## src/core/sdct_pkg.sv

```systemverilog
// Purpose: Constants and types shared by the command timing core
// Assumes: 100 MHz clock, period 10 ns
// Notes:   Times in ns are converted to cycles by rounding up
package sdct_pkg;
   localparam int CLK_PERIOD_NS = 10;
   // Round a least time up to whole cycles, never below one
   function automatic int sdct_ceil_cycles(input int t_ns);
      int c;
      c = (t_ns + CLK_PERIOD_NS - 1) / CLK_PERIOD_NS;
      return (c < 1) ? 1 : c;
   endfunction
   localparam int MODE_SET_SPACING_CYCLES = 2;
   localparam int MODE_SET_SPACING_TIME   = 15;
   localparam int ROW_TO_COLUMN_DELAY     = 15;
   localparam int PRECHARGE_PERIOD        = 15;
   localparam int ROW_OPEN_TIME           = 42;
   localparam int ROW_CYCLE_PERIOD        = 60;
   localparam int ACTIVATE_TO_ACTIVATE_GAP = 15;
   localparam int COLUMN_TO_COLUMN_GAP    = 1;
   localparam int WRITE_DATA_TO_PRECHARGE_GAP = 15;
   localparam int WRITE_DATA_TO_ACTIVATE_GAP  = 5;
   localparam int SELF_REFRESH_EXIT_CYCLES = 10;
   localparam int READ_MASK_DISABLE_LATENCY = 2;
   localparam int WRITE_MASK_LATENCY       = 0;
   localparam int SREX_START_EDGE          = 2;
   localparam int WR_RECOVERY_CYC = sdct_ceil_cycles(WRITE_DATA_TO_PRECHARGE_GAP);
   localparam int ROW_CYCLE_CYC   = sdct_ceil_cycles(ROW_CYCLE_PERIOD);
   localparam int CNT_W           = 4;
   localparam logic [CNT_W-1:0] CNT_ZERO = 4'h0;
   localparam logic [CNT_W-1:0] CNT_ONE  = 4'h1;
   // Device power state
   typedef enum logic [2:0] {
      SDCT_RUN  = 3'b001,
      SDCT_SELF = 3'b010,
      SDCT_EXIT = 3'b100
   } sdct_mode_t;
endpackage

```

## src/core/sdct_delay.sv

```systemverilog
// Purpose: Fixed-latency shift delay for a group of bits
// Assumes: Depth of at least one stage
// Notes:   Output comes from the last register stage
`timescale 1ns/10ps
module sdct_delay #(
   parameter int WIDTH = 1,
   parameter int DEPTH = 2
) (
   input  wire logic             clock,
   input  wire logic             sys_rst,
   input  wire logic [WIDTH-1:0] din,
   output logic      [WIDTH-1:0] dout
);
   logic [WIDTH-1:0] stage_r [DEPTH];
   // One register per stage
   genvar g;
   generate
      for (g = 0; g < DEPTH; g++) begin : g_st
         always_ff @(posedge clock) begin
            if (sys_rst) begin
               stage_r[g] <= '0;
            end else begin
               stage_r[g] <= (g == 0) ? din : stage_r[(g == 0) ? 0 : g-1];
            end
         end
      end
   endgenerate
   assign dout = stage_r[DEPTH-1];
endmodule

```

## src/core/sdct_core.sv

```systemverilog
// Purpose: Device-side command timing of a four-bank synchronous DRAM
// Assumes: Controller keeps its own spacing limits; sys_rst stands in for power-up
// Notes:   Models self refresh entry and exit, data mask and write recovery
// Operation
// - Column commands may come every clock
// - Auto precharge starts after write recovery
// - Exit starts second edge after enable (here the fifth edge after cke_pin rises, behind the three sync stages)
// - Read mask disables outputs two later
// - Write mask acts with zero latency
`timescale 1ns/10ps
module sdct_core
   import sdct_pkg::*;
#(
   parameter int NBANK = 4,
   parameter int DW    = 16
) (
   input  wire logic                     clock,
   input  wire logic                     sys_rst,
   input  wire logic                     cke_pin,
   input  wire logic                     cs_n,
   input  wire logic                     ras_n,
   input  wire logic                     cas_n,
   input  wire logic                     we_n,
   input  wire logic [$clog2(NBANK)-1:0] bank_sel,
   input  wire logic                     auto_pre,
   input  wire logic                     dqm,
   input  wire logic [DW-1:0]            wr_data,
   input  wire logic [DW-1:0]            rd_data,
   output logic      [DW-1:0]            dq_out,
   output logic                          dq_oe,
   output logic                          store_en,
   output logic      [DW-1:0]            store_data,
   output logic      [NBANK-1:0]         bank_open,
   output logic      [NBANK-1:0]         bank_precharging,
   output logic                          self_refresh,
   output logic                          exit_busy
);
   // Whole state in one struct, except the read mask delay stages held in u_mask_dly
   typedef struct packed {
      logic [2:0]             cke_sync;
      logic                   cke_q;
      sdct_mode_t             mode;
      logic [CNT_W-1:0]       edge_cnt;
      logic [CNT_W-1:0]       exit_cnt;
      logic                   reading;
      logic [DW-1:0]          dq_out;
      logic                   dq_oe;
      logic                   store_en;
      logic [DW-1:0]          store_data;
      logic [NBANK-1:0]       bank_open;
      logic [NBANK-1:0]       ap_pend;
      logic [NBANK-1:0][CNT_W-1:0] wr_cnt;
      logic [NBANK-1:0]       pre_busy;
   } sdct_state_t;

   sdct_state_t st_r;
   sdct_state_t st_nxt;
   logic        mask_late;
   logic        cmd_act;
   logic        cmd_rd;
   logic        cmd_wr;
   logic        cmd_pre;
   logic        cmd_ref;
   logic        cke_level;

   // Read mask delayed to its disable latency
   sdct_delay #(
      .WIDTH (1),
      .DEPTH (READ_MASK_DISABLE_LATENCY)
   ) u_mask_dly (
      .clock   (clock),
      .sys_rst (sys_rst),
      .din     (dqm),
      .dout    (mask_late)
   );

   // Command decode, ignored outside normal running
   always_comb begin
      cmd_act = 1'b0;
      cmd_rd  = 1'b0;
      cmd_wr  = 1'b0;
      cmd_pre = 1'b0;
      cmd_ref = 1'b0;
      if (st_r.mode == SDCT_RUN && !cs_n) begin
         cmd_act = !ras_n && cas_n && we_n;
         cmd_rd  = ras_n && !cas_n && we_n;
         cmd_wr  = ras_n && !cas_n && !we_n;
         cmd_pre = !ras_n && cas_n && !we_n;
         cmd_ref = !ras_n && !cas_n && we_n;
      end
   end

   // Enable level counts once the second and third stages agree
   assign cke_level = (st_r.cke_sync[1] == st_r.cke_sync[2]) ? st_r.cke_sync[2] : st_r.cke_q;

   // Next state
   always_comb begin
      st_nxt = st_r;
      st_nxt.cke_sync = {st_r.cke_sync[1:0], cke_pin};
      st_nxt.cke_q = cke_level;
      st_nxt.store_en = 1'b0;
      // Zero-latency write mask drops same-cycle data
      if (st_r.mode == SDCT_RUN && cmd_wr && !dqm) begin
         st_nxt.store_en   = 1'b1;
         st_nxt.store_data = wr_data;
      end
      // Read path: output disabled two cycles after mask
      if (cmd_rd) begin
         st_nxt.reading = 1'b1;
      end else if (cmd_wr || cmd_pre) begin
         st_nxt.reading = 1'b0;
      end
      // Drive from the cycle after the read, so the read answers next cycle
      st_nxt.dq_oe  = st_nxt.reading && !mask_late;
      st_nxt.dq_out = rd_data;
      // Per-bank row state and write recovery
      for (int b = 0; b < NBANK; b++) begin
         st_nxt.pre_busy[b] = 1'b0;
         if (cmd_act && bank_sel == b[$clog2(NBANK)-1:0]) begin
            st_nxt.bank_open[b] = 1'b1;
            st_nxt.ap_pend[b]   = 1'b0;
         end
         if (cmd_pre && bank_sel == b[$clog2(NBANK)-1:0]) begin
            st_nxt.bank_open[b]  = 1'b0;
            st_nxt.pre_busy[b]   = 1'b1;
         end
         if (cmd_wr && bank_sel == b[$clog2(NBANK)-1:0]) begin
            st_nxt.ap_pend[b] = auto_pre;
            st_nxt.wr_cnt[b]  = CNT_W'(WR_RECOVERY_CYC);
         end else if (st_r.ap_pend[b]) begin
            // Internal precharge once recovery has run out
            if (st_r.wr_cnt[b] == CNT_ONE) begin
               st_nxt.ap_pend[b]   = 1'b0;
               st_nxt.bank_open[b] = 1'b0;
               st_nxt.pre_busy[b]  = 1'b1;
            end
            if (st_r.wr_cnt[b] != CNT_ZERO) begin
               st_nxt.wr_cnt[b] = st_r.wr_cnt[b] - CNT_ONE;
            end
         end
      end
      // Power state machine
      case (st_r.mode)
         SDCT_RUN: begin
            if (cmd_ref && !cke_level) begin
               st_nxt.mode    = SDCT_SELF;
               st_nxt.reading = 1'b0;
            end
         end
         SDCT_SELF: begin
            // Exit starts on second edge after enable rises
            if (cke_level) begin
               st_nxt.edge_cnt = st_r.edge_cnt + CNT_ONE;
               if (st_r.edge_cnt == CNT_W'(SREX_START_EDGE - 1)) begin
                  st_nxt.mode     = SDCT_EXIT;
                  st_nxt.edge_cnt = CNT_ZERO;
                  st_nxt.exit_cnt = CNT_W'(ROW_CYCLE_CYC);
               end
            end else begin
               st_nxt.edge_cnt = CNT_ZERO;
            end
         end
         SDCT_EXIT: begin
            // Busy for one row cycle after exit registers
            if (st_r.exit_cnt == CNT_ONE) begin
               st_nxt.mode = SDCT_RUN;
            end
            st_nxt.exit_cnt = st_r.exit_cnt - CNT_ONE;
         end
         default: begin
            st_nxt.mode = SDCT_RUN;
         end
      endcase
   end

   // State register
   always_ff @(posedge clock) begin
      if (sys_rst) begin
         st_r      <= '0;
         st_r.mode <= SDCT_RUN;
      end else begin
         st_r <= st_nxt;
      end
   end

   // Outputs straight from state flip-flops
   assign dq_out           = st_r.dq_out;
   assign dq_oe            = st_r.dq_oe;
   assign store_en         = st_r.store_en;
   assign store_data       = st_r.store_data;
   assign bank_open        = st_r.bank_open;
   assign bank_precharging = st_r.pre_busy;
   assign self_refresh     = st_r.mode[1];  // One-hot bit of the self refresh state
   assign exit_busy        = st_r.mode[2];  // One-hot bit of the exit state
endmodule

```

## config.mk

```make
export PLATFORM = sky130hd
export DESIGN_NAME = sdct_core
export DESIGN_NICKNAME = d
export VERILOG_FILES = /design/src/core/sdct_pkg.sv /design/src/core/sdct_delay.sv /design/src/core/sdct_core.sv
export SDC_FILE = /design/constraint.sdc
export NUM_CORES = 1
export LEC_CHECK = 0
export ABC_AREA = 0
export BUFFER_PORTS_ARGS = -buffer_cell sky130_fd_sc_hd__buf_2
export CORE_MARGIN = 4
export CORE_UTILIZATION = 53
export DETAILED_ROUTE_END_ITERATION = 7
export PLACE_DENSITY = 0.79
export SYNTH_ARGS = -nofsm -noshare
export SYNTH_HDL_FRONTEND = slang
export SYNTH_SLANG_ARGS = --single-unit
```

## constraint.sdc

```tcl
create_clock -name clock -period 2.7 [get_ports clock]
set_clock_uncertainty 0.1 [all_clocks]
set_input_delay 0.54 -clock clock [delete_from_list [all_inputs] [get_ports clock]]
set_output_delay 0.54 -clock clock [all_outputs]
set_load 0.02 [all_outputs]
```

; ---- Yosys cells after proc, flatten, opt, wreduce, memory -nomap -nowiden
; Memory sizes are Yosys's and may differ from the RTL's.
; Cells that the tools add are included.
[word_totals]
reg_bits = 78
ram_bits = 2
inputBits = 43
n_memories = 1
[op_classes]
n_addsub = 6
n_eq_ne = 17
mux = 88
bitwise_logic = 2
reduce_logical = 61
[memory_table]
columns = name, depth, word_bits, rd, rd_clocked_by_memory_dff, wr, line
row1 = u_mask_dly.stage_r, 2, 1, 2, 0, 2, sdct_delay.sv:14  ; logic [WIDTH-1:0] stage_r [DEPTH];
[op_table]
columns = operator, n
row1 = two-way mux 1 bit, 67
row2 = logical AND 1 bit, 25
row3 = "equality test 4 x 1 -> 1 bit, second input constant", 6
row4 = two-way mux 2 bit, 12
row5 = "subtractor 4 x 1 -> 4 bit, second input constant", 5
row6 = nonzero test 2 bit, 9
row7 = two-way mux 17 bit, 1
row8 = AND reduction 2 bit, 8
row9 = nonzero test 4 bit, 4
row10 = two-way mux 11 bit, 1
row11 = two-way mux 3 bit, 3
row12 = case mux 3 bit (3 select lines), 1
row13 = two-way mux 4 bit, 2
row14 = case mux 4 bit (2 select lines), 1
row15 = OR reduction 2 bit, 4
row16 = logical NOT 1 bit, 7
row17 = "inequality test 2 bit, second input constant", 3
row18 = "adder 4 x 1 -> 4 bit, second input constant", 1
row19 = "equality test 2 bit, second input constant", 2
row20 = AND reduction 4 bit, 1
row21 = "equality test 3 x 1 -> 1 bit, second input constant", 1
row22 = "equality test 3 x 2 -> 1 bit, second input constant", 1
row23 = "equality test 3 bit, second input constant", 1
row24 = AND reduction 3 bit, 1
row25 = 6 further kinds, 7

; ---- Longest topological paths before layout
; Gate-level depths: netlist (run 1).
[depth]
depth_word = 10
ltp_mapped = 6

; ---- Cells and area by module
; From an unflattened synthesis (run 1), not the netlist that was laid out.
[hier_totals]
hier_cells = 361
area_unflattened_um2 = 3498.4
[by_module_without_submodules]
columns = mod, n_inst, cells_each, area_each_um2
row1 = sdct_core, 1, 357, 3445.8
row2 = sdct_delay, 1, 4, 52.6

; ---- Worst setup path before layout (run 1)
; No wires, ideal clock.
[synth_timing]
kind = in2reg
start = input port cs_n
end = register st_r (netlist bit store_data[10])
setup_ps = 128
arrival_time_ps = 1829
t_required_ps = 2472
setup_slack_ps = 644
cell_stages = 6
cell_sequence = or4b_4 > nor4_2 > buf_4 > buf_6 > mux2i_1 > nor2_1
[synth_via]
elab_chain_len = 5
[synth_lines]
columns = item, line
row1 = start: declaration, sdct_core.sv:20  ; input wire logic cs_n,
row2 = logical NOT 1 bit, sdct_core.sv:84  ; if (st_r.mode == SDCT_RUN && !cs_n) begin
row3 = logical AND 1 bit, sdct_core.sv:84
row4 = two-way mux 1 bit, sdct_core.sv:84
row5 = logical AND 1 bit (2 in a row), sdct_core.sv:103  ; if (st_r.mode == SDCT_RUN && cmd_wr && !dqm) begin
row6 = end signal: assignment, sdct_core.sv:182  ; st_r <= st_nxt;
row7 = end: declaration, sdct_core.sv:56  ; sdct_state_t st_r;
; No other way between the ends.
; A chain may end at the register's enable or synchronous reset.

; ---- Worst setup path after layout (run 1)
[layout_timing]
start = register st_r (netlist bit self_refresh)
end = register st_r (netlist bit store_data[3])
[layout_via]
elab_chain_len = 5
[layout_lines]
columns = item, line
row1 = equality test 3 x 1 -> 1 bit *, "sdct_core.sv:84, sdct_core.sv:103"
row2 = logical AND 1 bit, sdct_core.sv:84
row3 = two-way mux 1 bit, sdct_core.sv:84
row4 = logical AND 1 bit * (2 in a row), sdct_core.sv:103
; Every way passes the cells marked *; elsewhere a longest branch is shown, timed or not.

==> results of run 1 <==
==> synthesized netlist by cell type (5+ instances only) <==
cell type   n
a21oi_1    19
buf_4      41
clkbuf_1   11
dfxtp_1    80
inv_1      10
mux2i_1    16
nand2_1     8
nand2b_1   11
nand3_1     6
nor2_1     49
nor2b_1    25
nor3_1     16
nor4b_1     6
o21ai_0    10
o22ai_1     6
o31ai_1     5
==> registers in the layout, indices dropped and copies added (netlist names) <==
name / count
bank_open: 4
bank_precharging: 4
dq_oe: 1
dq_out: 16
exit_busy: 1
self_refresh: 1
st_nxt: 2
st_r: 32
store_data: 16
store_en: 1
u_mask_dly.stage_r: 2
==> cell families after synthesis <==
group | count (synthesis)
AND/OR/NAND/NOR | 146
multiplexers | 16
buffers and inverters | 64
XOR/XNOR | 2
flip-flops | 80
adder cells (fa/ha/maj) | 5
AO/OA/AOI/OAI | 67
==> where the power goes <==
part | internal (mW) | total, mW | switching, mW
clock network | 0.455 | 0.899 | 0.444
registers | 1.20 | 1.21 | 0.00873
logic | 0.0667 | 0.169 | 0.102
total | 1.72 | 2.28 | 0.555
==> final cells by class <==
type / instances / area [µm²] / share of cell area [%]
Clock inverter: 6 / 68.8 / 1.74
Sequential cell: 80 / 1600 / 40.6
Multi-Input combinational cell: 236 / 1540 / 39.1
Clock buffer: 10 / 138 / 3.49
Tap cell: 77 / 96.3 / 2.44
Timing Repair Buffer: 90 / 460 / 11.7
Inverter: 10 / 37.5 / 0.952
==> worst max-delay path: stages (launching register included) <==
cell and delay [ns]:
dfxtp_1 0.39, or4b_4 0.69, nor4_4 0.24, buf_4 0.33, mux2i_1 0.23, nor2_1 0.06
==> worst max-delay path by stage <==
stage | start | endpoint | slack (ns) | cells after the start
CTS | self_refresh | store_data[3] | 0.51 | 5
floorplan | cs_n | store_data[10] | 0.64 | 6
detailed placement | cs_n | store_data[3] | 0.33 | 6
global route | st_r[71] | store_data[9] | 0.38 | 5
global placement | cs_n | store_data[2] | 0.38 | 6
finish | self_refresh | store_data[3] | 0.52 | 5
==> metal layers <==
metal  share of wire [%]  vias up  wire length [µm]
li1                    -     1372                 -
met1                  45     1212              3100
met2                  47       61              3210
met3                 6.7        8               462
met4                 1.2        0                82
met5                   0        -                 0
==> through the flow <==
stage | utilization, % | hold WS [ns] | setup slack, ns
floorplan | - | 0.276 | 0.644
global placement | 58.2 | 0.290 | 0.380
detailed placement | 58.2 | 0.286 | 0.331
CTS | 61.4 | 0.274 | 0.509
global route | 61.4 | 0.281 | 0.377
finish | 61.4 | 0.285 | 0.518
==> impl_results.md, run 1 <==
* Reg clk slew, reported paths at ~0.080 ns
* Crit path required time at 2.82 ns
* All-Layer GR Usage at between 10% and 20%
* Sequential area share after synthesis at 45.2%
* Vias in the first global route at 2460
* Hold Startpoint: rd_data[13]
* Worst Path Arrival at between 2 and 2.5 ns
* DRT Pass-1 Iters at 4
* Share of layout cells above drive strength 1 at ~28%
* Clock Latency Late Sink at 0.35 ns
* Final Slew Violations at 0
* Gate Count Post-Synth at 380
* Port bufs at 86
* Hold EP: dq_out[13]
* Worst Setup End Kind: register
* Warnings, synthesis at 0
* PostCTS Resize Cnt at 0
* Area of the mapped netlist at ~0.0035 mm²
* DR vias/cell at 5.21
* Fin. Hold Viols at 0
* Post-Layout Cell Count at 509
* Post-Synthesis Net Count at 427
* Post-synthesis xor/xnor area fraction at 0.494%
* Cell leakage power at 1.63 nW
* CTS sink count at 80
* Fin crit share at around four fifths
* RSZ-0062 raised after global routing: false
* Synth Register Bits at 80
* Post-Synth Adder-Cell Area at between 1.5 and 2%
* Hold bufs inserted after CTS at 0
* Most frequent cells in the layout: buf_2, dfxtp_1, nor2_1
* Core ar. at about 0.0064 mm²
* Height of the die at 89.8 µm
* First-pass GRT wire length at 11200 µm
* GRT Max-Usage Layer: met2
* CTS Root Cell: clkbuf_8
* FF-to-FF Start: self_refresh
* Row Count at 29
* Die width at between 80 and 90 µm
* Area delta synth->final at 11.3%
* Post-synthesis mux area share at 4.52%
* Met3 usage at roughly 5%
* Simple-gate portion of the synthesized area at a little under a quarter
* Main synth FF type: dfxtp_1
* Maximum fanout along the worst path at 17
* Status: complete, no violations
* Max Cap Viol at 0
* # Post-CTS Setup Buffers at 0
* Final WL at between 6000 and 7000 µm
* Largest net degree at the start of global routing at 61
* RePlAce Congestion at between 0.7 and 0.8
* Diode count at 0
* Dpl cells at 493
* Total CTS buffers at 9
* Worst R2R End: store_data[3]
* Tot Pwr at 2.28 mW
* Finished Cell Area at 0.00394 mm²
* Compound-Gate Fraction of Synth Area at 13.0%
* Worst vdd ir at roughly 0.00031 V
* Minimum clock period at 2.18 ns
* Crit path kind: register to register
* Syn avg cell area at 9.32 µm²
* Routed WL per cell at 13.5 µm
* 1st-iter DRT viols at 174
* Post-DP Area at 0.00374 mm²
* Asr flop ratio synth at 0%
* R2R setup slack at slightly above 0.5 ns
* Setup TNS after final layout at 0 ns
* Overall die area at approximately 0.0081 mm²
* Top area cells in the synthesized netlist: dfxtp_1, buf_4, nor2_1
* Main combinational cell family by area after synthesis: simple AND/OR/NAND/NOR gates
* Largest area contributor in the netlist: dfxtp_1
* Met1 Use GR at 21.1%
* Netlist cell types at 54
* Met2 Track Usage GR at a little over a quarter
* Commonest non-fill, non-tap cell in the layout: buf_2
* Post-DP HPWL at 4730 µm
* CTS tree: yes
* Worst min path class: input port to register
* Initial antenna violation count at 0
* Post-route antenna net violation count at 0
* Initial Util at 55.2%
* CP startpoint kind: register
* Worst-case reg-to-reg path depth at 5
* Power density over the cells at 578 mW/mm²
* Bufs on Longest Clock Path at 2
* Fillers at roughly 560
* IO Pins at 87
* Final setup vio count at 0
* H-tree lvl count at 3
* Share of the synthesized area in the top cell type at 45.2%
* Least-Margin Pin Slew at 0.708 ns
* DRC Markers at 0
* Post-synth EDFFs at 0
* Hold Path Depth at 2
* Routed via count at 2653
* Max-slew headroom at 52.7%
* Fmax at 458 MHz
* Layout net count at 474
* Total global routing overflow at 0
No activity file was read; power rests on OpenSTA's default activity.
==> run 2, diff against run 1 <==
==> constraint.sdc (replaced) <==
create_clock -name clock -period 2.15 [get_ports clock]
set_clock_uncertainty 0.1 [all_clocks]
set_input_delay 0.43 -clock clock [delete_from_list [all_inputs] [get_ports clock]]
set_output_delay 0.43 -clock clock [all_outputs]
set_load 0.02 [all_outputs]
==> run 2 against run 1 <==
  * Sequential share of layout area fell by 0.87 points
  * Design area increased by 2.2%
  * Count of clock-buffer cells in the layout up 1
  * Utilization rose by 1.3 points
  * Power increased by 27%
==> impl_results.md, run 2 (synthesized netlist as in run 1, its figures left out) <==
* PostCTS Resize Cnt at 0 (unchanged)
* NetSw at 0.689 mW (was 0.555 mW)
* Reg clk slew, reported paths at 0.08 ns (about the same)
* Most frequent cells in the layout: buf_2, dfxtp_1, nor2_1 (unchanged)
* Max FFs per register at 32 (unchanged)
* Max Cap Viol at 0 (unchanged)
* Comb pwr share at 7.7% (was 7.4%)
* Least-Margin Pin Slew at 0.628 ns (was 0.708 ns)
* RSZ-0062 raised after global routing: false (unchanged)
* Switching share of power at 23.8% (was 24.3%)
* Routed WL per cell at 13.3 µm (was 13.5 µm)
* Port bufs at 86 (unchanged)
* Diode count at 0 (unchanged)
* Overall die area at 0.00806 mm² (unchanged)
* Worst Setup End Kind: register (unchanged)
* Internal at 2.21 mW (was 1.72 mW)
* RePlAce Congestion at 0.794 (was 0.765)
* Bufs on Longest Clock Path at 2 (unchanged)
* Maximum fanout along the worst path at 12 (was 17)
* Crit path required time at 2.34 ns (was 2.82 ns)
* Vias in the first global route at 2563 (was 2460)
* Area delta synth->final at 13.7% (was 11.3%)
* Share of layout cells above drive strength 1 at 29.6% (was 28.5%)
* Post-Layout Cell Count at 516 (was 509)
* Status: complete, no violations (unchanged)
* Crit path kind: register to register (unchanged)
* Fin crit share at 92.2% (was 80.8%)
* Clk pwr share at 39.9% (was 39.5%)
* Post-DP HPWL at 4970 µm (was 4730 µm)
* Die width at 89.8 µm (unchanged)
* Total CTS buffers at 9 (unchanged)
* First-pass GRT wire length at 11600 µm (was 11200 µm)
* CTS Root Cell: clkbuf_8 (unchanged)
* All-Layer GR Usage at 17.3% (was 16.8%)
* H-tree lvl count at 3 (unchanged)
* Minimum clock period at 1.98 ns (was 2.18 ns)
* Post-route antenna net violation count at 0 (unchanged)
* Clock Latency Late Sink at 0.34 ns (was 0.35 ns)
* CTS sink count at 80 (unchanged)
* DRT Pass-1 Iters at 4 (unchanged)
* Core ar. at 0.00642 mm² (unchanged)
* Final Slew Violations at 0 (unchanged)
* 1st-iter DRT viols at 140 (was 174)
* Initial Util at 55.2% (unchanged)
* Largest net degree at the start of global routing at 61 (unchanged)
* Dpl cells at 500 (was 493)
* Sequential fraction of design power at 52.4% (was 53.1%)
* CP startpoint kind: register (unchanged)
* DR vias/cell at 5.32 (was 5.21)
* Routed via count at 2745 (was 2653)
* Total global routing overflow at 0 (unchanged)
* IO Pins at 87 (unchanged)
* Worst vdd ir at 0.000594 V (was 0.000309 V)
* Post-DP Area at 0.00381 mm² (was 0.00374 mm²)
* DRC Markers at 0 (unchanged)
* Height of the die at 89.8 µm (unchanged)
* Commonest non-fill, non-tap cell in the layout: buf_2 (unchanged)
* Final setup vio count at 0 (unchanged)
* Worst min path class: input port to register (unchanged)
* Cell leakage power at 1.68 nW (was 1.63 nW)
* Hold bufs inserted after CTS at 0 (unchanged)
* Fmax at 505 MHz (was 458 MHz)
* CTS tree: yes (unchanged)
* Power density over the cells at 719 mW/mm² (was 578 mW/mm²)
* Top reg by flops: st_r (unchanged)
* Layout net count at 481 (was 474)
* Final WL at 6880 µm (was 6860 µm)
* # Post-CTS Setup Buffers at 0 (unchanged)
* Tot Pwr at 2.90 mW (was 2.28 mW)
* Max-slew headroom at 57.6% (was 52.7%)
* Worst Path Arrival at 2.17 ns (was 2.30 ns)
* Row Count at 29 (unchanged)
* Fin. Hold Viols at 0 (unchanged)
* Initial antenna violation count at 0 (unchanged)
* Finished Cell Area at 0.00403 mm² (was 0.00394 mm²)
-- run 2: cell types whose count changed in the layout (fill, tap and decap cells not counted), sizes merged --
| cell | previous run | this run |
|---|---|---|
| buf | 90 | 97 |
| clkbuf | 10 | 11 |
| clkinv | 4 | 2 |
| inv | 10 | 11 |
-- run 2: layer usage --
metal | vias up | GRT usage [%] | share of wire [%] | wire [µm]
met2 | 74 | 26.9 | 47 | 3210
met4 | 0 | 7.66 | 1.9 | 132
met5 | - | 0 | 0 | 0
li1 | 1390 | - | - | -
met3 | 11 | 5.43 | 6.3 | 434
met1 | 1270 | 22.0 | 45 | 3100
-- run 2: power by group through the flow --
stage	Combinational [mW]	Sequential, mW	Clock [mW]
6_report	0.223	1.52	1.16
5_1_grt	0.244	1.52	1.25
4_1_cts	0.224	1.52	1.19
3_5_place_dp	0.223	1.55	0
3_3_place_gp	0.222	1.55	0
2_1_floorplan	0.157	1.56	0
-- run 2: through the flow --
step,util [%],setup slack [ns],hold WS (ns),TNS (ns)
finish,62.8,0.168,0.194,0
global route,62.8,0.0190,0.182,0
CTS,62.8,0.164,0.174,0
detailed placement,59.4,-0.0221,0.283,-0.0326
global placement,59.4,0.0185,0.282,0
floorplan,-,0.128,0.276,0
-- run 2: cell type report --
| class | count | area [µm²] |
|---|---|---|
| Clock buffer | 11 | 151 |
| Clock inverter | 5 | 63.8 |
| Fill cell | 552 | 2390 |
| Inverter | 10 | 37.5 |
| Multi-Input combinational cell | 236 | 1540 |
| Sequential cell | 80 | 1600 |
| Tap cell | 77 | 96.3 |
| Timing Repair Buffer | 97 | 538 |
-- run 2: critical path, stage by stage, from the launching register on --
cell and delay, ns:
dfxtp_1 0.32, or4b_4 0.66, or4_1 0.50, a22oi_1 0.19, and2_1 0.16
-- run 2: worst paths after layout --
kind / startpoint / to / slack (ns) / cells after the start
worst max register to register: self_refresh / bank_precharging[3] / 0.17 / 4
worst min-delay path: rd_data[3] / dq_out[3] / 0.19 / 2
worst max-delay path: self_refresh / bank_precharging[3] / 0.17 / 4
worst min register to register: u_mask_dly.stage_r[1] / dq_oe / 0.30 / 1
